===== src/hw/ncap_pkg.sv =====
package ncap_pkg;

  // clock and pin timing
  localparam int CLK_PERIOD_PS = 5000;
  localparam int SYNC_STAGES = 2;
  localparam int T_WP_NS = 12;
  localparam int T_WH_NS = 10;
  localparam int T_RP_NS = 12;
  localparam int T_REH_NS = 10;
  localparam int T_REA_NS = 20;
  localparam int T_WB_NS = 100;
  localparam int T_GAP_NS = 100;

  localparam logic [7:0] WE_LOW_CYC = 8'((T_WP_NS * 1000 + CLK_PERIOD_PS - 1) / CLK_PERIOD_PS);
  localparam logic [7:0] WE_HIGH_CYC = 8'((T_WH_NS * 1000 + CLK_PERIOD_PS - 1) / CLK_PERIOD_PS);
  localparam logic [7:0] RE_HIGH_CYC =
    8'((T_REH_NS * 1000 + CLK_PERIOD_PS - 1) / CLK_PERIOD_PS);
  // low phase covers access time plus the input synchroniser
  localparam logic [7:0] RE_LOW_CYC = 8'((((T_REA_NS > T_RP_NS ? T_REA_NS : T_RP_NS) * 1000
    + CLK_PERIOD_PS - 1) / CLK_PERIOD_PS) + SYNC_STAGES + 1);
  localparam logic [7:0] WB_CYC = 8'(((T_WB_NS * 1000 + CLK_PERIOD_PS - 1) / CLK_PERIOD_PS)
    + SYNC_STAGES);
  // one gap covers address-to-data, write-to-read and read-to-write spacing
  localparam logic [7:0] GAP_CYC = 8'((T_GAP_NS * 1000 + CLK_PERIOD_PS - 1) / CLK_PERIOD_PS);

  // command codes
  localparam logic [7:0] CMD_READ_SETUP = 8'h00;
  localparam logic [7:0] CMD_READ_GO = 8'h30;
  localparam logic [7:0] CMD_READ_CB_GO = 8'h35;
  localparam logic [7:0] CMD_READ_ID = 8'h90;
  localparam logic [7:0] CMD_RESET = 8'hFF;
  localparam logic [7:0] CMD_PROG_SETUP = 8'h80;
  localparam logic [7:0] CMD_PROG_GO = 8'h10;
  localparam logic [7:0] CMD_CACHE_PROG_GO = 8'h15;
  localparam logic [7:0] CMD_CB_PROG_SETUP = 8'h85;
  localparam logic [7:0] CMD_ERASE_SETUP = 8'h60;
  localparam logic [7:0] CMD_ERASE_GO = 8'hD0;
  localparam logic [7:0] CMD_RAND_IN = 8'h85;
  localparam logic [7:0] CMD_RAND_OUT_SETUP = 8'h05;
  localparam logic [7:0] CMD_RAND_OUT_GO = 8'hE0;
  localparam logic [7:0] CMD_STATUS = 8'h70;
  localparam logic [7:0] CMD_CACHE_READ = 8'h31;
  localparam logic [7:0] CMD_CACHE_LAST = 8'h3F;

  localparam int ADDR_W = 28;
  localparam int LEN_W = 12;
  localparam logic [LEN_W-1:0] PAGE_BYTES = 12'h0840;

  typedef enum logic [3:0] {
    OP_READ, OP_READ_CB, OP_READ_ID, OP_RESET, OP_PROG, OP_CACHE_PROG, OP_CB_PROG,
    OP_ERASE, OP_RAND_IN, OP_RAND_OUT, OP_STATUS, OP_CACHE_READ, OP_CACHE_LAST
  } ncap_op_t;

  typedef enum logic [1:0] {CYC_CMD, CYC_ADDR, CYC_WDATA, CYC_RDATA} ncap_kind_t;

  typedef struct packed {
    logic [7:0] c1;
    logic [7:0] c2;
    logic has2;
    logic [1:0] a_first;
    logic [2:0] a_num;
    logic wr;
    logic rd;
    logic bsy;
  } ncap_seq_t;

  function automatic ncap_seq_t ncap_decode(input ncap_op_t op);
    ncap_seq_t s;
    s = '0;
    unique case (op)
      OP_READ: s = '{CMD_READ_SETUP, CMD_READ_GO, 1'b1, 2'h0, 3'h4, 1'b0, 1'b1, 1'b1};
      OP_READ_CB: s = '{CMD_READ_SETUP, CMD_READ_CB_GO, 1'b1, 2'h0, 3'h4, 1'b0, 1'b0, 1'b1};
      OP_READ_ID: s = '{CMD_READ_ID, 8'h00, 1'b0, 2'h0, 3'h1, 1'b0, 1'b1, 1'b0};
      OP_RESET: s = '{CMD_RESET, 8'h00, 1'b0, 2'h0, 3'h0, 1'b0, 1'b0, 1'b1};
      OP_PROG: s = '{CMD_PROG_SETUP, CMD_PROG_GO, 1'b1, 2'h0, 3'h4, 1'b1, 1'b0, 1'b1};
      OP_CACHE_PROG:
        s = '{CMD_PROG_SETUP, CMD_CACHE_PROG_GO, 1'b1, 2'h0, 3'h4, 1'b1, 1'b0, 1'b1};
      OP_CB_PROG: s = '{CMD_CB_PROG_SETUP, CMD_PROG_GO, 1'b1, 2'h0, 3'h4, 1'b0, 1'b0, 1'b1};
      OP_ERASE: s = '{CMD_ERASE_SETUP, CMD_ERASE_GO, 1'b1, 2'h2, 3'h2, 1'b0, 1'b0, 1'b1};
      OP_RAND_IN: s = '{CMD_RAND_IN, 8'h00, 1'b0, 2'h0, 3'h2, 1'b1, 1'b0, 1'b0};
      OP_RAND_OUT:
        s = '{CMD_RAND_OUT_SETUP, CMD_RAND_OUT_GO, 1'b1, 2'h0, 3'h2, 1'b0, 1'b1, 1'b0};
      OP_STATUS: s = '{CMD_STATUS, 8'h00, 1'b0, 2'h0, 3'h0, 1'b0, 1'b1, 1'b0};
      OP_CACHE_READ: s = '{CMD_CACHE_READ, 8'h00, 1'b0, 2'h0, 3'h0, 1'b0, 1'b1, 1'b1};
      OP_CACHE_LAST: s = '{CMD_CACHE_LAST, 8'h00, 1'b0, 2'h0, 3'h0, 1'b0, 1'b1, 1'b1};
      default: s = '0;
    endcase
    return s;
  endfunction : ncap_decode

endpackage : ncap_pkg


===== src/hw/ncap_cyc_if.sv =====
`timescale 1ns/100ps
interface ncap_cyc_if;
  import ncap_pkg::*;
  logic req;
  ncap_kind_t kind;
  logic [7:0] wbyte;
  logic done;
  logic [7:0] rbyte;
  logic [7:0] io_in;
  logic cle;
  logic ale;
  logic we_n;
  logic re_n;
  logic [7:0] io_out;
  logic io_oe;

  modport ctrl (output req, output kind, output wbyte, output io_in,
    input done, input rbyte, input cle, input ale, input we_n, input re_n,
    input io_out, input io_oe);
  modport eng (input req, input kind, input wbyte, input io_in,
    output done, output rbyte, output cle, output ale, output we_n, output re_n,
    output io_out, output io_oe);
endinterface : ncap_cyc_if


===== src/hw/ncap_cycle.sv =====
`timescale 1ns/100ps
module ncap_cycle
  import ncap_pkg::*;
(
  input wire logic clk_i,
  input wire logic rst_n_i,
  ncap_cyc_if.eng cyc
);

  typedef enum logic [1:0] {C_IDLE, C_LOW, C_HIGH} ncap_cst_t;

  ncap_cst_t st_r, st_nxt;
  logic [7:0] cnt_r, cnt_nxt;
  logic cle_r, cle_nxt, ale_r, ale_nxt, we_n_r, we_n_nxt, re_n_r, re_n_nxt;
  logic oe_r, oe_nxt, rd_r, rd_nxt, done_r, done_nxt;
  logic [7:0] io_r, io_nxt, rbyte_r, rbyte_nxt;

  always_comb begin
    st_nxt = st_r;
    cnt_nxt = cnt_r;
    cle_nxt = cle_r;
    ale_nxt = ale_r;
    we_n_nxt = we_n_r;
    re_n_nxt = re_n_r;
    oe_nxt = oe_r;
    rd_nxt = rd_r;
    io_nxt = io_r;
    rbyte_nxt = rbyte_r;
    done_nxt = 1'b0;
    unique case (st_r)
      C_IDLE: begin
        if (cyc.req) begin
          st_nxt = C_LOW;
          rd_nxt = (cyc.kind == CYC_RDATA);
          if (cyc.kind == CYC_RDATA) begin
            re_n_nxt = 1'b0;
            oe_nxt = 1'b0;
            cnt_nxt = RE_LOW_CYC - 8'h01;
          end else begin
            cle_nxt = (cyc.kind == CYC_CMD);
            ale_nxt = (cyc.kind == CYC_ADDR);
            we_n_nxt = 1'b0;
            io_nxt = cyc.wbyte;
            oe_nxt = 1'b1;
            cnt_nxt = WE_LOW_CYC - 8'h01;
          end
        end
      end
      C_LOW: begin
        if (cnt_r != 8'h00) begin
          cnt_nxt = cnt_r - 8'h01;
        end else if (rd_r) begin
          rbyte_nxt = cyc.io_in;
          re_n_nxt = 1'b1;
          cnt_nxt = RE_HIGH_CYC - 8'h01;
          st_nxt = C_HIGH;
        end else begin
          // rising strobe edge latches the byte; latch lines held through high phase
          we_n_nxt = 1'b1;
          cnt_nxt = WE_HIGH_CYC - 8'h01;
          st_nxt = C_HIGH;
        end
      end
      C_HIGH: begin
        if (cnt_r != 8'h00) begin
          cnt_nxt = cnt_r - 8'h01;
        end else begin
          cle_nxt = 1'b0;
          ale_nxt = 1'b0;
          oe_nxt = 1'b0;
          done_nxt = 1'b1;
          st_nxt = C_IDLE;
        end
      end
    endcase
  end

  always_ff @(posedge clk_i) begin
    if (!rst_n_i) begin
      st_r <= C_IDLE;
      cnt_r <= 8'h00;
      cle_r <= 1'b0;
      ale_r <= 1'b0;
      we_n_r <= 1'b1;
      re_n_r <= 1'b1;
      oe_r <= 1'b0;
      rd_r <= 1'b0;
      io_r <= 8'h00;
      rbyte_r <= 8'h00;
      done_r <= 1'b0;
    end else begin
      st_r <= st_nxt;
      cnt_r <= cnt_nxt;
      cle_r <= cle_nxt;
      ale_r <= ale_nxt;
      we_n_r <= we_n_nxt;
      re_n_r <= re_n_nxt;
      oe_r <= oe_nxt;
      rd_r <= rd_nxt;
      io_r <= io_nxt;
      rbyte_r <= rbyte_nxt;
      done_r <= done_nxt;
    end
  end

  assign cyc.done = done_r;
  assign cyc.rbyte = rbyte_r;
  assign cyc.cle = cle_r;
  assign cyc.ale = ale_r;
  assign cyc.we_n = we_n_r;
  assign cyc.re_n = re_n_r;
  assign cyc.io_out = io_r;
  assign cyc.io_oe = oe_r;

endmodule : ncap_cycle


===== src/hw/ncap_top.sv =====
`timescale 1ns/100ps
module ncap_top
  import ncap_pkg::*;
(
  input wire logic clk_i,
  input wire logic rst_n_i,
  input wire logic start_i,
  input wire ncap_op_t op_i,
  input wire logic [ADDR_W-1:0] addr_i,
  input wire logic [LEN_W-1:0] len_i,
  input wire logic [7:0] wdata_i,
  input wire logic wvalid_i,
  input wire logic wp_en_i,
  input wire logic [7:0] io_i,
  input wire logic rb_i,
  output logic [7:0] io_o,
  output logic io_oe_o,
  output logic cle_o,
  output logic ale_o,
  output logic ce_n_o,
  output logic we_n_o,
  output logic read_strobe_n_o,
  output logic wp_n_o,
  output logic busy_o,
  output logic done_o,
  output logic ready_o,
  output logic wready_o,
  output logic [7:0] rdata_o,
  output logic rvalid_o
);

  typedef enum logic [3:0] {
    S_IDLE, S_CMD1, S_ADDR, S_WDATA, S_CMD2, S_WB, S_BUSY, S_RDATA, S_END
  } ncap_st_t;

  ncap_cyc_if cyc ();

  ncap_cycle u_cycle (
    .clk_i(clk_i),
    .rst_n_i(rst_n_i),
    .cyc(cyc)
  );

  logic [7:0] io_s1_r, io_s2_r;
  logic rb_s1_r, rb_s2_r;

  always_ff @(posedge clk_i) begin
    if (!rst_n_i) begin
      io_s1_r <= 8'h00;
      io_s2_r <= 8'h00;
      rb_s1_r <= 1'b0;
      rb_s2_r <= 1'b0;
    end else begin
      io_s1_r <= io_i;
      io_s2_r <= io_s1_r;
      rb_s1_r <= rb_i;
      rb_s2_r <= rb_s1_r;
    end
  end

  assign cyc.io_in = io_s2_r;

  ncap_st_t st_r, st_nxt;
  ncap_seq_t seq_r, seq_nxt;
  logic [ADDR_W-1:0] addr_r, addr_nxt;
  logic [LEN_W-1:0] len_r, len_nxt;
  logic [7:0] cnt_r, cnt_nxt;
  logic [1:0] aidx_r, aidx_nxt;
  logic [2:0] anum_r, anum_nxt;
  logic ce_n_r, ce_n_nxt, wp_n_r, busy_r, busy_nxt, done_r, done_nxt;
  logic wready_r, wready_nxt, rvalid_r, rvalid_nxt;
  logic [7:0] rdata_r, rdata_nxt;
  logic [7:0] abyte;

  // column bytes then row bytes, upper nibble of second byte low
  always_comb begin
    unique case (aidx_r)
      2'h0: abyte = addr_r[7:0];
      2'h1: abyte = {4'h0, addr_r[11:8]};
      2'h2: abyte = addr_r[19:12];
      2'h3: abyte = addr_r[27:20];
    endcase
  end

  always_comb begin
    st_nxt = st_r;
    seq_nxt = seq_r;
    addr_nxt = addr_r;
    len_nxt = len_r;
    cnt_nxt = cnt_r;
    aidx_nxt = aidx_r;
    anum_nxt = anum_r;
    ce_n_nxt = ce_n_r;
    busy_nxt = busy_r;
    rdata_nxt = rdata_r;
    done_nxt = 1'b0;
    wready_nxt = 1'b0;
    rvalid_nxt = 1'b0;
    cyc.req = 1'b0;
    cyc.kind = CYC_CMD;
    cyc.wbyte = 8'h00;
    if (st_r != S_IDLE && cnt_r != 8'h00) begin
      cnt_nxt = cnt_r - 8'h01;
    end
    unique case (st_r)
      S_IDLE: begin
        if (start_i) begin
          seq_nxt = ncap_decode(op_i);
          addr_nxt = addr_i;
          len_nxt = (len_i > PAGE_BYTES) ? PAGE_BYTES : len_i;
          ce_n_nxt = 1'b0;
          busy_nxt = 1'b1;
          cnt_nxt = GAP_CYC;
          st_nxt = S_CMD1;
        end
      end
      S_CMD1: begin
        // the engine is idle again on the done edge; hold off or the byte goes out twice
        cyc.req = (cnt_r == 8'h00) && !cyc.done;
        cyc.wbyte = seq_r.c1;
        if (cyc.done) begin
          aidx_nxt = seq_r.a_first;
          anum_nxt = seq_r.a_num;
          // exactly the count this command needs
          if (seq_r.a_num != 3'h0) begin
            st_nxt = S_ADDR;
          end else if (seq_r.bsy && !seq_r.has2) begin
            cnt_nxt = WB_CYC;
            st_nxt = S_WB;
          end else if (seq_r.rd) begin
            cnt_nxt = GAP_CYC;
            st_nxt = S_RDATA;
          end else begin
            st_nxt = S_END;
          end
        end
      end
      S_ADDR: begin
        cyc.req = !cyc.done;
        cyc.kind = CYC_ADDR;
        cyc.wbyte = abyte;
        if (cyc.done) begin
          aidx_nxt = aidx_r + 2'h1;
          anum_nxt = anum_r - 3'h1;
          cnt_nxt = GAP_CYC;
          if (anum_r == 3'h1) begin
            if (seq_r.wr && len_r != '0) begin
              st_nxt = S_WDATA;
            end else if (seq_r.has2) begin
              st_nxt = S_CMD2;
            end else if (seq_r.rd) begin
              st_nxt = S_RDATA;
            end else begin
              st_nxt = S_END;
            end
          end
        end
      end
      S_WDATA: begin
        // wait out the accept pulse so the source can present the next byte
        cyc.req = (cnt_r == 8'h00) && wvalid_i && !cyc.done && !wready_r;
        cyc.kind = CYC_WDATA;
        cyc.wbyte = wdata_i;
        if (cyc.done) begin
          wready_nxt = 1'b1;
          len_nxt = len_r - 12'h001;
          if (len_r == 12'h001) begin
            st_nxt = seq_r.has2 ? S_CMD2 : S_END;
          end
        end
      end
      S_CMD2: begin
        cyc.req = (cnt_r == 8'h00) && !cyc.done;
        cyc.wbyte = seq_r.c2;
        if (cyc.done) begin
          if (seq_r.bsy) begin
            cnt_nxt = WB_CYC;
            st_nxt = S_WB;
          end else begin
            cnt_nxt = GAP_CYC;
            st_nxt = seq_r.rd ? S_RDATA : S_END;
          end
        end
      end
      S_WB: begin
        if (cnt_r == 8'h00) begin
          st_nxt = S_BUSY;
        end
      end
      S_BUSY: begin
        if (rb_s2_r) begin
          cnt_nxt = GAP_CYC;
          st_nxt = seq_r.rd ? S_RDATA : S_END;
        end
      end
      S_RDATA: begin
        cyc.req = (cnt_r == 8'h00) && (len_r != '0) && !cyc.done;
        cyc.kind = CYC_RDATA;
        if (len_r == '0) begin
          st_nxt = S_END;
        end else if (cyc.done) begin
          rdata_nxt = cyc.rbyte;
          rvalid_nxt = 1'b1;
          len_nxt = len_r - 12'h001;
        end
      end
      S_END: begin
        // select dropped only after busy ends
        ce_n_nxt = 1'b1;
        busy_nxt = 1'b0;
        done_nxt = 1'b1;
        st_nxt = S_IDLE;
      end
      default: st_nxt = S_IDLE;
    endcase
  end

  always_ff @(posedge clk_i) begin
    if (!rst_n_i) begin
      st_r <= S_IDLE;
      seq_r <= '0;
      addr_r <= '0;
      len_r <= '0;
      cnt_r <= 8'h00;
      aidx_r <= 2'h0;
      anum_r <= 3'h0;
      ce_n_r <= 1'b1;
      wp_n_r <= 1'b0;
      busy_r <= 1'b0;
      done_r <= 1'b0;
      wready_r <= 1'b0;
      rvalid_r <= 1'b0;
      rdata_r <= 8'h00;
    end else begin
      st_r <= st_nxt;
      seq_r <= seq_nxt;
      addr_r <= addr_nxt;
      len_r <= len_nxt;
      cnt_r <= cnt_nxt;
      aidx_r <= aidx_nxt;
      anum_r <= anum_nxt;
      ce_n_r <= ce_n_nxt;
      wp_n_r <= ~wp_en_i;
      busy_r <= busy_nxt;
      done_r <= done_nxt;
      wready_r <= wready_nxt;
      rvalid_r <= rvalid_nxt;
      rdata_r <= rdata_nxt;
    end
  end

  assign io_o = cyc.io_out;
  assign io_oe_o = cyc.io_oe;
  assign cle_o = cyc.cle;
  assign ale_o = cyc.ale;
  assign we_n_o = cyc.we_n;
  assign read_strobe_n_o = cyc.re_n;
  assign ce_n_o = ce_n_r;
  assign wp_n_o = wp_n_r;
  assign busy_o = busy_r;
  assign done_o = done_r;
  assign ready_o = rb_s2_r;
  assign wready_o = wready_r;
  assign rdata_o = rdata_r;
  assign rvalid_o = rvalid_r;

endmodule : ncap_top


===== config.mk =====
export PLATFORM = sky130hd
export DESIGN_NAME = ncap_top
export DESIGN_NICKNAME = d
export VERILOG_FILES = /design/src/hw/ncap_pkg.sv /design/src/hw/ncap_cyc_if.sv /design/src/hw/ncap_cycle.sv /design/src/hw/ncap_top.sv
export SDC_FILE = /design/constraint.sdc
export NUM_CORES = 1
export LEC_CHECK = 0
export ABC_AREA = 1
export BUFFER_PORTS_ARGS = -buffer_cell sky130_fd_sc_hd__buf_2
export CORE_UTILIZATION = 45
export CTS_CLUSTER_SIZE = 10
export DETAILED_ROUTE_END_ITERATION = 10
export PLACE_DENSITY = 0.75
export REMOVE_ABC_BUFFERS = 1
export SETUP_SLACK_MARGIN = 0.4
export SLEW_MARGIN = 20
export SYNTH_ARGS = -nofsm -noshare
export SYNTH_HDL_FRONTEND = slang
export SYNTH_SLANG_ARGS = --single-unit

===== constraint.sdc =====
create_clock -name clk_i -period 4 [get_ports clk_i]
set_input_delay 0.2 -clock clk_i [delete_from_list [all_inputs] [get_ports clk_i]]
set_output_delay 0.2 -clock clk_i [all_outputs]
set_load 0.05 [all_outputs]

* Word level (Yosys, flattened, before mapping) *
Memories as Yosys holds them, arrays and structs flattened. A register that Yosys moved wholly into a read port is not among the register bits.
Cells that the tools add are included.

cells by class
  eq/ne operators = 36
  reduce and logical (&&, ||, !) cells = 48
  magnitude comparators = 1
  bitwise operators = 6
  mux-type cells = 80
  add/sub/neg operators = 5

operators with widths
  cell                                                   number
  2-to-1 mux 8 bit                                       12
  2-to-1 mux 4 bit                                       17
  one-hot mux 8 bit (4 select lines)                     2
  2-to-1 mux 12 bit                                      4
  one-hot mux 8 bit (5 select lines)                     1
  one-hot mux 12 bit (3 select lines)                    1
  one-hot mux 4 bit (8 select lines)                     1
  inequality test 2 bit, second input constant           12
  one-hot mux 8 bit (3 select lines)                     1
  AND reduction 3 bit                                    7
  2-to-1 mux 1 bit                                       20
  equality test 4 x 3 -> 1 bit, second input constant    4
  nonzero test 8 bit                                     2
  subtractor 8 x 1 -> 8 bit, second input constant       2
  inequality test 2 x 1 -> 1 bit, second input constant  7
  one-hot mux 1 bit (2 select lines)                     7
  equality test 12 x 1 -> 1 bit, second input constant   1
  greater-than comparator 12 bit, second input constant  1
  zero test 12 bit                                       1
  2-to-1 mux 2 bit                                       6
  one-hot mux 2 bit (3 select lines)                     2
  AND reduction 2 bit                                    6
  nonzero test 12 bit                                    1
  subtractor 12 x 1 -> 12 bit, second input constant     1
  other kinds (26)                                       57

word-level totals
  memories = 1
  output and inout port bits = 28
  logic and storage cells = 207
  bits in read-only memories = 352
  input bits = 66
  flip-flop bits (word level) = 132

memory list
  memory           depth  width  read ports  clocked after memory_dff  wr ports  line            text
  (no name shown)  16     22     1           1                         0         ncap_pkg.sv:70  unique case (op)

* Logic depth before layout (Yosys ltp) *
Gate-level depths: netlist of run 1.

  depth after elaboration = 8
  gate-level depth with buffers = 13
  depth with buffers taken out = 13

* Hierarchy *
Synthesis of run 1 repeated with hierarchy kept, for this count alone.

second synthesis, totals
  cells, all modules = 1001
  area total of the unflattened synthesis = 6926.6 um^2

by module, submodules not included
  module      sequential area each (um^2)  cells each  area an instance (um^2)  instances
  ncap_top    2162.1                       768         5306.3                   1
  ncap_cycle  660.6                        233         1620.3                   1

* Worst setup path before layout of run 1 *
Ideal clock, no wire load.

  path type = register to register
  start = reg len_r[0]
  end = reg u_cycle.io_r[6] (netlist: u_cycle.cyc.io_out[6])
  cell stages (with the launch flop) = 14
  arrival time = 1.500 ns
  slack = 2.386 ns
  buffers on the path = 0
  cells stage by stage = dfxtp_1 -> inv_1 -> ha_1 -> nand2_2 -> nor2_4 -> nand2_2 -> nand2_1 -> nand2_1 -> nand2_2 -> nand2_2 -> nand3_4 -> clkinv_8 -> nand3_2 -> nand2_1

between the ends
  cells in the longest elaborated chain, start to end = 5

ends and longest elaborated chain
  element                             line               text
  start: declaration                  ncap_top.sv:66     logic [LEN_W-1:0] len_r, len_nxt;
  start signal: assignment            ncap_top.sv:238    len_r <= len_nxt;
  nonzero test 12 bit                 ncap_top.sv:197    cyc.req = (cnt_r == 8'h00) && (len_r != '0) && !cyc.done;
  logical AND 1 bit (2 in a row)      ncap_top.sv:197
  one-hot mux 1 bit (4 select lines)  ncap_top.sv:105    unique case (st_r)
  AND reduction 3 bit (no line)       --
  end signal: assignment              ncap_cycle.sv:100  io_r <= io_nxt;
  end: declaration                    ncap_cycle.sv:16   logic [7:0] io_r, io_nxt, rbyte_r, rbyte_nxt;

No other way between the ends.
A chain may end at the register's enable or synchronous reset.

* Worst setup path after layout of run 1 *
  start = reg st_r[1]
  end = reg seq_r[16] (netlist name)

between the ends
  cells in the longest elaborated chain, start to end = 2

ends and longest elaborated chain
  element                        line             text
  start: declaration             ncap_top.sv:63   ncap_st_t st_r, st_nxt;
  start signal: assignment       ncap_top.sv:235  st_r <= st_nxt;
  zero test 4 bit                ncap_top.sv:105
  AND reduction 2 bit (no line)  --
  end signal: assignment         ncap_top.sv:236  seq_r <= seq_nxt;
  end: declaration               ncap_top.sv:64   ncap_seq_t seq_r, seq_nxt;

No other way between the ends.

==> summary.txt, run 1 <==
Status
  • Status: complete, no violations

Global route
  • Initial antenna violation count: 0
  • GR Util All Layers: 22.0%
  • First-pass GRT wire length: 28.2 mm
  • Total grt overflow: 0
  • Vias in the first global route: 5991
  • Pin count of the biggest net entering global routing: 61

Synth
  • Yosys Warn Count: 0
  • Mean post-synth cell area: 7.04 µm²
  • Commonest register cell after synthesis: dfxtp_1
  • Register bit total from synthesis: 141
  • Async SR Flop Fraction: 0%
  • Largest area contributor in the netlist: dfxtp_1
  • Post-synth EDFFs: 0
  • Mapped Cells: 993
  • Leading post-synthesis cells by cell area: dfxtp_1 40%, nand2_1 11%, a21oi_1 6.6%
  • Yosys cell types: 52
  • Synthesized area: 6990 µm²
  • Yosys top cell area share: 40.4%
  • Register area share after synthesis: 40.4%

Floorplanning
  • Initial Utilization: 46.0%
  • I/O Pins: 94
  • X dimension of the die: 127 µm
  • CORE AREA: 15200 µm²
  • Row count: 45
  • Full die area: 16000 µm²
  • Chip Height: 127 µm

Setup path
  • Worst setup path category: reg -> reg
  • Reg2reg start: st_r[1]$_SDFFE_PN0P_
  • CP Launch Type: register
  • Worst path arrival time: 2.85 ns
  • Worst endpoint required time: 4.35 ns
  • Largest stage delay, worst path: 0.86 ns
  • Setup slack, reg-to-reg: 1.49 ns
  • Critical-path maximum fanout: 60
  • R2R depth: 7
  • Slowest-stage cell, CP: inv_1
  • CP cell instances: nor2_2 -> inv_2 -> nor2_8 -> nand2_4 -> inv_1 -> o21ai_0 -> a21oi_1
  • Reg-to-Reg End: seq_r[16]$_SDFFE_PN0P_
  • Critical Path End Type: register

Clocking
  • Clock buffer depth: 2
  • CTS sink cnt: 141
  • CTS Buf Count: 17
  • Clk_lat worst skew: 0.43 ns
  • Resize count post-CTS: 0
  • Setup repair bufs after CTS: 0
  • CTS root buffer: clkbuf_16
  • H-tree lvl count: 4
  • Reg clk slew, reported paths: 0.07 ns
  • CTS tree: yes

Placement
  • Post-place setup slack: 1.52 ns
  • Port-buffer cells: 93
  • Post-DP HPWL: 11.6 mm
  • RD Place Congestion: 0.848
  • Placed instance area: 7530 µm²

Layout
  • Fin nets: 1160
  • Commonest non-fill, non-tap cell in the layout: nand2_1
  • Register Area: 2820 µm²
  • Layout fillers: 1441
  • Finished Cell Area: 8210 µm²
  • Share of cells above drive strength 1: 17.1%
  • Syn-to-layout area delta: 17.3%
  • Layout Utilization: 54.0%
  • Commonest non-fill, non-tap cells in the layout: 205 x nand2_1, 141 x dfxtp_1, 112 x inv_1
  • Ant diodes: 0
  • Area of the multi-input gates: 3510 µm²

Power and ir drop
  • Pwr Density: 647 nW/µm²
  • Total Power: 5.31 mW
  • VDD IR max: 389 µV
  • Static Leak: 3.75 nW

Min path
  • Hold path depth: 3
  • Hold_sp: addr_i[8]
  • Endpoint, Worst Hold: addr_r[8]$_SDFFE_PN0P_
  • Hold Crit Class: in -> reg

STA
  • Min Tclk post-route: 2.51 ns
  • Final hold violation count: 0
  • Final setup viols: 0
  • Slew Limit Fails: 0
  • Final setup margin: 1.49 ns
  • Max-slew headroom: 28.2%
  • Clock Skews: 0.0112 ns
  • Setup TNS: 0 ns
  • Fmax: 399 MHz
  • Final Cycle Share: 62.7%
  • Slew of the pin with the lowest slew margin: 1.08 ns
  • RSZ-0062 raised after global routing: false

Drt
  • First drt pass iteration count: 5
  • Routed wire length: 17.1 mm
  • Vias per cell: 5.24
  • Drt wl/cell: 13.4 µm
  • DR vias: 6707
  • Drc violations: 0
  • Number of DRC markers in iteration 0: 515
  • Antenna-violating nets left: 0

Flow run
  • Max-cap violations: 0
-- power by group --
part	switching [mW]	internal (mW)	total, mW	leakage (nW)
Combinational	1.33	0.614	1.94	2.31
Sequential	0.169	1.65	1.82	1.16
Clock	0.673	0.877	1.55	0.281
Total	2.17	3.14	5.31	3.75
-- timing repair --
item | CTS | global route
hold buffers | 10 | 0
endpoints found under the hold margin | 10 | 0
setup endpoints to repair | 0 | 0
-- area by class of cell --
class                      count  area share, %
clock inverter                15           1.83
sequential                   141           34.4
multi-input combinational    689           42.8
timing repair buffer         104           6.98
tap                          188           2.87
clock buffer                  17           5.18
inverter                     126           5.95
-- registers in the layout, summed over array words and instances (netlist names), 2 cells and up --
register,cells
addr_r,28
seq_r,19
len_r,12
cnt_r,8
cyc.io_in,8
io_s1_r,8
rdata_o,8
u_cycle.cnt_r,8
u_cycle.cyc.io_out,8
u_cycle.cyc.rbyte,8
st_r,4
anum_r,3
aidx_r,2
u_cycle.st_r,2
-- kinds of logic after synthesis --
| kind of cell | count (synthesis) | share of synthesized area (%) |
|---|---|---|
| compound gates | 218 | 17.4 |
| xor+xnor | 6 | 0.751 |
| fa+ha+maj | 15 | 2.68 |
| buf+inv | 163 | 9.43 |
| flops | 141 | 40.4 |
| simple gates | 450 | 29.4 |
-- worst max path at each step --
stage	start	endpoint	slack, ns	cells past startpoint
after global placement	st_r[1]$_SDFFE_PN0P_	seq_r[8]$_SDFFE_PN0P_	1.57	7
final	st_r[1]$_SDFFE_PN0P_	seq_r[16]$_SDFFE_PN0P_	1.49	7
after global routing	st_r[1]$_SDFFE_PN0P_	seq_r[16]$_SDFFE_PN0P_	1.23	7
after floorplan	st_r[0]$_SDFFE_PN0P_	seq_r[16]$_SDFFE_PN0P_	2.09	7
after CTS	st_r[1]$_SDFFE_PN0P_	seq_r[16]$_SDFFE_PN0P_	1.50	7
after detailed placement	st_r[1]$_SDFFE_PN0P_	seq_r[16]$_SDFFE_PN0P_	1.52	7
-- per-stage QoR --
step / hold WS, ns / instances
detailed placement: 0.364 / 1238
floorplan: 0.272 / 956
global placement: 0.357 / 1238
CTS: 0.00292 / 1280
finish: 0.0179 / 1280
global route: 0.00709 / 1280
-- worst max-delay path: cells and delay by family (launching register included) --
kind,cells,cell delay (ns)
AND/OR/NAND/NOR,3,0.63
buffers and inverters,2,0.95
AO/OA/AOI/OAI,2,0.41
flip-flops,1,0.39
-- synth_stat cells (11+ instances only) --
master    count
ha_1         15
inv_1       112
a21oi_1      92
inv_2        12
buf_2        11
nand2_2      12
nand3_1      74
dfxtp_1     141
nor2_1      103
o21ai_0      77
a31oi_1      14
nand2_1     205
clkbuf_1     22
nand4_1      14
-- per-layer routing --
layer  track usage [%]  wire, µm  share of wire, %  vias to the layer above
met5                 0         0                 0                        -
met4              9.17       401               2.3                        0
met3              4.93      1010               5.9                       38
met2              34.8      7750                45                      246
met1              29.0      7930                46                     3007
li1                  -         -                 -                     3416
No activity file was read; power rests on OpenSTA's default activity.
==> run 2, diff against run 1 <==
--- a/config.mk
+++ b/config.mk
@@ -5,7 +5,7 @@
 export SDC_FILE = /design/constraint.sdc
 export NUM_CORES = 1
 export LEC_CHECK = 0
-export ABC_AREA = 1
+export ABC_AREA = 0
 export BUFFER_PORTS_ARGS = -buffer_cell sky130_fd_sc_hd__buf_2
 export CORE_UTILIZATION = 45
 export CTS_CLUSTER_SIZE = 10
==> constraint.sdc (replaced) <==
create_clock -name clk_i -period 2.6 [get_ports clk_i]
set_input_delay 0.13 -clock clk_i [delete_from_list [all_inputs] [get_ports clk_i]]
set_output_delay 0.13 -clock clk_i [all_outputs]
set_load 0.05 [all_outputs]
==> summary.txt, run 2 <==
Drt
  • Drc violations: 4 (+4)
  • Drt wl/cell: 16.2 µm (+21%)
  • Vias per cell: 5.88 (+12%)
  • First drt pass iteration count: 11 (+6)
  • DR vias: 6950 (+3.6%)
  • Routed wire length: 19.1 mm (+12%)
  • Number of DRC markers in iteration 0: 921 (+79%)
  • Antenna-violating nets left: 0 (unchanged)

Floorplanning
  • Row count: 44 (-2.2%)
  • I/O Pins: 94 (unchanged)
  • X dimension of the die: 125 µm (-1.1%)
  • Full die area: 15700 µm² (-2.2%)
  • Chip Height: 125 µm (-1.1%)
  • Initial Utilization: 46.5% (+0.51 points)
  • CORE AREA: 14700 µm² (-3.3%)

Synth
  • Mapped Cells: 848 (-15%)
  • Commonest register cell after synthesis: dfxtp_1
  • Largest area contributor in the netlist: dfxtp_1
  • Leading post-synthesis cells by cell area: dfxtp_1 41%, a21oi_1 6.7%, nand2_1 5.9%
  • Register area share after synthesis: 41.3% (+0.92 points)
  • Async SR Flop Fraction: 0% (unchanged)
  • Yosys cell types: 71 (+37%)
  • Post-synth EDFFs: 0 (unchanged)
  • Mean post-synth cell area: 8.06 µm² (+14%)
  • Yosys top cell area share: 41.3% (+0.92 points)
  • Register bit total from synthesis: 141 (unchanged)
  • Yosys Warn Count: 0 (unchanged)
  • Most frequent cell after synthesis: dfxtp_1
  • Synth top cells by count: 141 x dfxtp_1, 108 x nand2_1, 92 x a21oi_1, 92 x nor2_1, 49 x clkbuf_1
  • Synthesized area: 6840 µm² (-2.2%)

Setup path
  • Critical Path End Type: register
  • Setup slack, reg-to-reg: 0.44 ns (-1.06 ns)
  • Largest stage delay, worst path: 0.54 ns (-0.32 ns)
  • Worst path arrival time: 2.51 ns (-0.34 ns)
  • WP buf/inv: 0 (-2)
  • Reg2reg start: st_r[0]$_SDFFE_PN0P_
  • CP cell instances: or4b_4 -> o21a_4 -> a211oi_4 -> nor3_2 -> or4_1 -> a21oi_1
  • R2R depth: 6 (-1)
  • Slowest-stage cell, CP: or4b_4
  • CP Launch Type: register
  • Reg-to-Reg End: u_cycle.cyc.io_oe$_SDFFE_PN0P_
  • CP delay by family, top: simple AND/OR/NAND/NOR gates
  • Worst endpoint required time: 2.95 ns (-1.40 ns)
  • Worst setup path category: reg -> reg
  • Critical-path maximum fanout: 6 (-90%)

STA
  • RSZ-0062 raised after global routing: true
  • Clock Skews: 0.0112 ns (+0.0000187 ns)
  • Slew Limit Fails: 0 (unchanged)
  • Fmax: 462 MHz (+16%)
  • Max-slew headroom: 49.1% (+21 points)
  • Final Cycle Share: 83.2% (+21 points)
  • Slew of the pin with the lowest slew margin: 0.762 ns (-0.313 ns)
  • Min Tclk post-route: 2.16 ns (-0.345 ns)
  • Hold WS: 0.0155 ns (-0.00239 ns)
  • Final hold violation count: 0 (unchanged)
  • Final setup viols: 0 (unchanged)

Clocking
  • H-tree lvl count: 4 (unchanged)
  • CTS root buffer: clkbuf_16
  • Reg clk slew, reported paths: 0.07 ns (about the same)
  • CTS tree: yes
  • Clock buffer depth: 2 (unchanged)
  • CTS Buf Count: 17 (unchanged)
  • Clk_lat worst skew: 0.42 ns (about the same)
  • CTS sink cnt: 141 (unchanged)

Global route
  • Vias in the first global route: 6453 (+7.7%)
  • Total grt overflow: 0 (unchanged)
  • GR Util All Layers: 24.7% (+2.7 points)
  • Initial antenna violation count: 0 (unchanged)
  • First-pass GRT wire length: 31.5 mm (+12%)
  • Pin count of the biggest net entering global routing: 57 (-6.6%)

Power and ir drop
  • Sequential power share: 32.4% (-1.8 points)
  • Static Leak: 3.63 nW (-3.2%)
  • Clock power frac: 29.6% (+0.4 points)
  • Sw Ratio: 38.1% (-2.8 points)
  • Pwr Density: 973 nW/µm² (+50%)
  • VDD IR max: 486 µV (+25%)
  • Total Power: 8.57 mW (+61%)
  • Logic pwr share: 38.0% (+1.4 points)
  • Switch Pwr: 3.27 mW (+51%)
  • Internal power: 5.30 mW (+69%)

Placement
  • RD Place Congestion: 0.906 (+6.8%)
  • Post-DP HPWL: 12.1 mm (+3.9%)
  • Port-buffer cells: 93 (unchanged)

Status
  • Failing checks: DRC
  • Status: finished with violations

Layout
  • Ant diodes: 0 (unchanged)
  • Commonest non-fill, non-tap cells in the layout: 135 x dfxtp_1, 107 x nand2_1, 93 x buf_2
  • Layout fillers: 1209 (-16%)
  • Commonest non-fill, non-tap cell in the layout: dfxtp_1
  • Most flop-heavy register: addr_r
  • Syn-to-layout area delta: 28.8%
  • Max reg flops: 28 (unchanged)
  • Largest regs: addr_r (28), seq_r (19), len_r (12)
  • Fin nets: 1067 (-8.0%)
  • Share of cells above drive strength 1: 20.8% (+3.7 points)

Min path
  • Hold Crit Class: in -> reg
  • Endpoint, Worst Hold: len_r[3]$_SDFFE_PN0P_
  • Hold path depth: 3 (unchanged)
  • Hold_sp: len_i[3]

Flow run
  • Max-cap violations: 0 (unchanged)
-- run 2: cell types whose count changed in the layout (fill, tap and decap cells not counted), moves of 11 or more --
cell           before  now
nand2_2            12    1
o21ai_0            77   45
and2_1              1   19
nand3_1            74   16
nor2b_1             0   12
nor3_1              8   23
a211oi_1            3   16
nor2_1            103   92
nand2_1           205  107
inv_1             112   22
buf_4               1   39
mux2i_1             0   22
dlygate4sd3_1      10   40
-- run 2: cell type report --
class	instances	area [µm²]	area share (%)
multi-input cells	624	3800	43.2
flip-flops and latches	141	2840	32.3
repair buffers	177	1230	14.0
clock buffers	17	425	4.83
well taps	184	230	2.61
clock inverters	14	184	2.09
inverters	25	93.8	1.07
-- run 2: metal layers --
metal  vias up  part of all wire, %  GRT usage [%]
li1       3330                    -              -
met1      3224                   42           31.3
met2       341                   47           40.7
met3        55                  7.4           4.75
met4         0                  2.8           11.3
met5         -                    0              0
-- run 2: worst reg2reg max path, cell delays in order (launching register included) --
cell,delay (ns)
dfxtp_4,0.37
or4b_4,0.54
o21a_4,0.15
a211oi_4,0.32
nor3_2,0.09
or4_1,0.47
a21oi_1,0.14
-- run 2: worst max-delay path by stage --
stage / end / slack, ns / cells after the start / startpoint
2_1_floorplan: u_cycle.cyc.io_oe$_SDFFE_PN0P_ / -0.14 / 6 / st_r[1]$_SDFFE_PN0P_
3_3_place_gp: u_cycle.cyc.io_oe$_SDFFE_PN0P_ / 0.39 / 6 / st_r[1]$_SDFFE_PN0P_
3_5_place_dp: u_cycle.cyc.io_oe$_SDFFE_PN0P_ / 0.30 / 6 / st_r[0]$_SDFFE_PN0P_
4_1_cts: u_cycle.cyc.io_oe$_SDFFE_PN0P_ / 0.37 / 6 / st_r[3]$_SDFFE_PN0P_
5_1_grt: u_cycle.cnt_r[0]$_SDFFE_PN0P_ / 0.38 / 7 / st_r[0]$_SDFFE_PN0P_
6_report: u_cycle.cyc.io_oe$_SDFFE_PN0P_ / 0.44 / 6 / st_r[0]$_SDFFE_PN0P_
-- run 2: cells by family (layout without fill, tap and decap cells) --
| family | after synthesis | count (layout) | synth area share [%] |
|---|---|---|---|
| adders and majority gates | 15 | 15 | 2.75 |
| muxes | 22 | 22 | 3.22 |
| xor gates and xnor gates | 6 | 6 | 0.769 |
| DFF | 141 | 141 | 41.3 |
| and+or+nand+nor | 338 | 338 | 24.2 |
| AOI/OAI and AO/OA | 243 | 243 | 22.9 |
| buffers and inverters | 83 | 233 | 4.89 |
-- run 2: repair_timing --
item / CTS / global route
setup buffers: 2 / 11
setup endpoints to repair: 13 / 44
hold endpoints to repair: 40 / 0
gates resized for setup: 7 / 28
pin swaps: 1 / 5
hold buffers: 40 / 0
-- run 2: per-stage QoR --
step	instance area [µm²]	util, %	std cells	setup WS [ns]	TNS [ns]
finish	8800	59.9	1182	0.437	0
global route	8800	59.9	1182	0.381	0
CTS	8620	58.6	1171	0.369	0
detailed placement	7560	51.4	1098	0.302	0
global placement	7560	51.4	1098	0.385	0
floorplan	6600	-	790	-0.141	-0.464
-- run 2: power groups by stage --
stage	combinational, mW	clock [mW]	sequential [mW]
6_report	3.25	2.54	2.78
5_1_grt	3.56	2.66	2.82
4_1_cts	2.98	2.56	2.77
3_5_place_dp	2.83	0	2.80
3_3_place_gp	2.83	0	2.79
2_1_floorplan	1.72	0	3.04
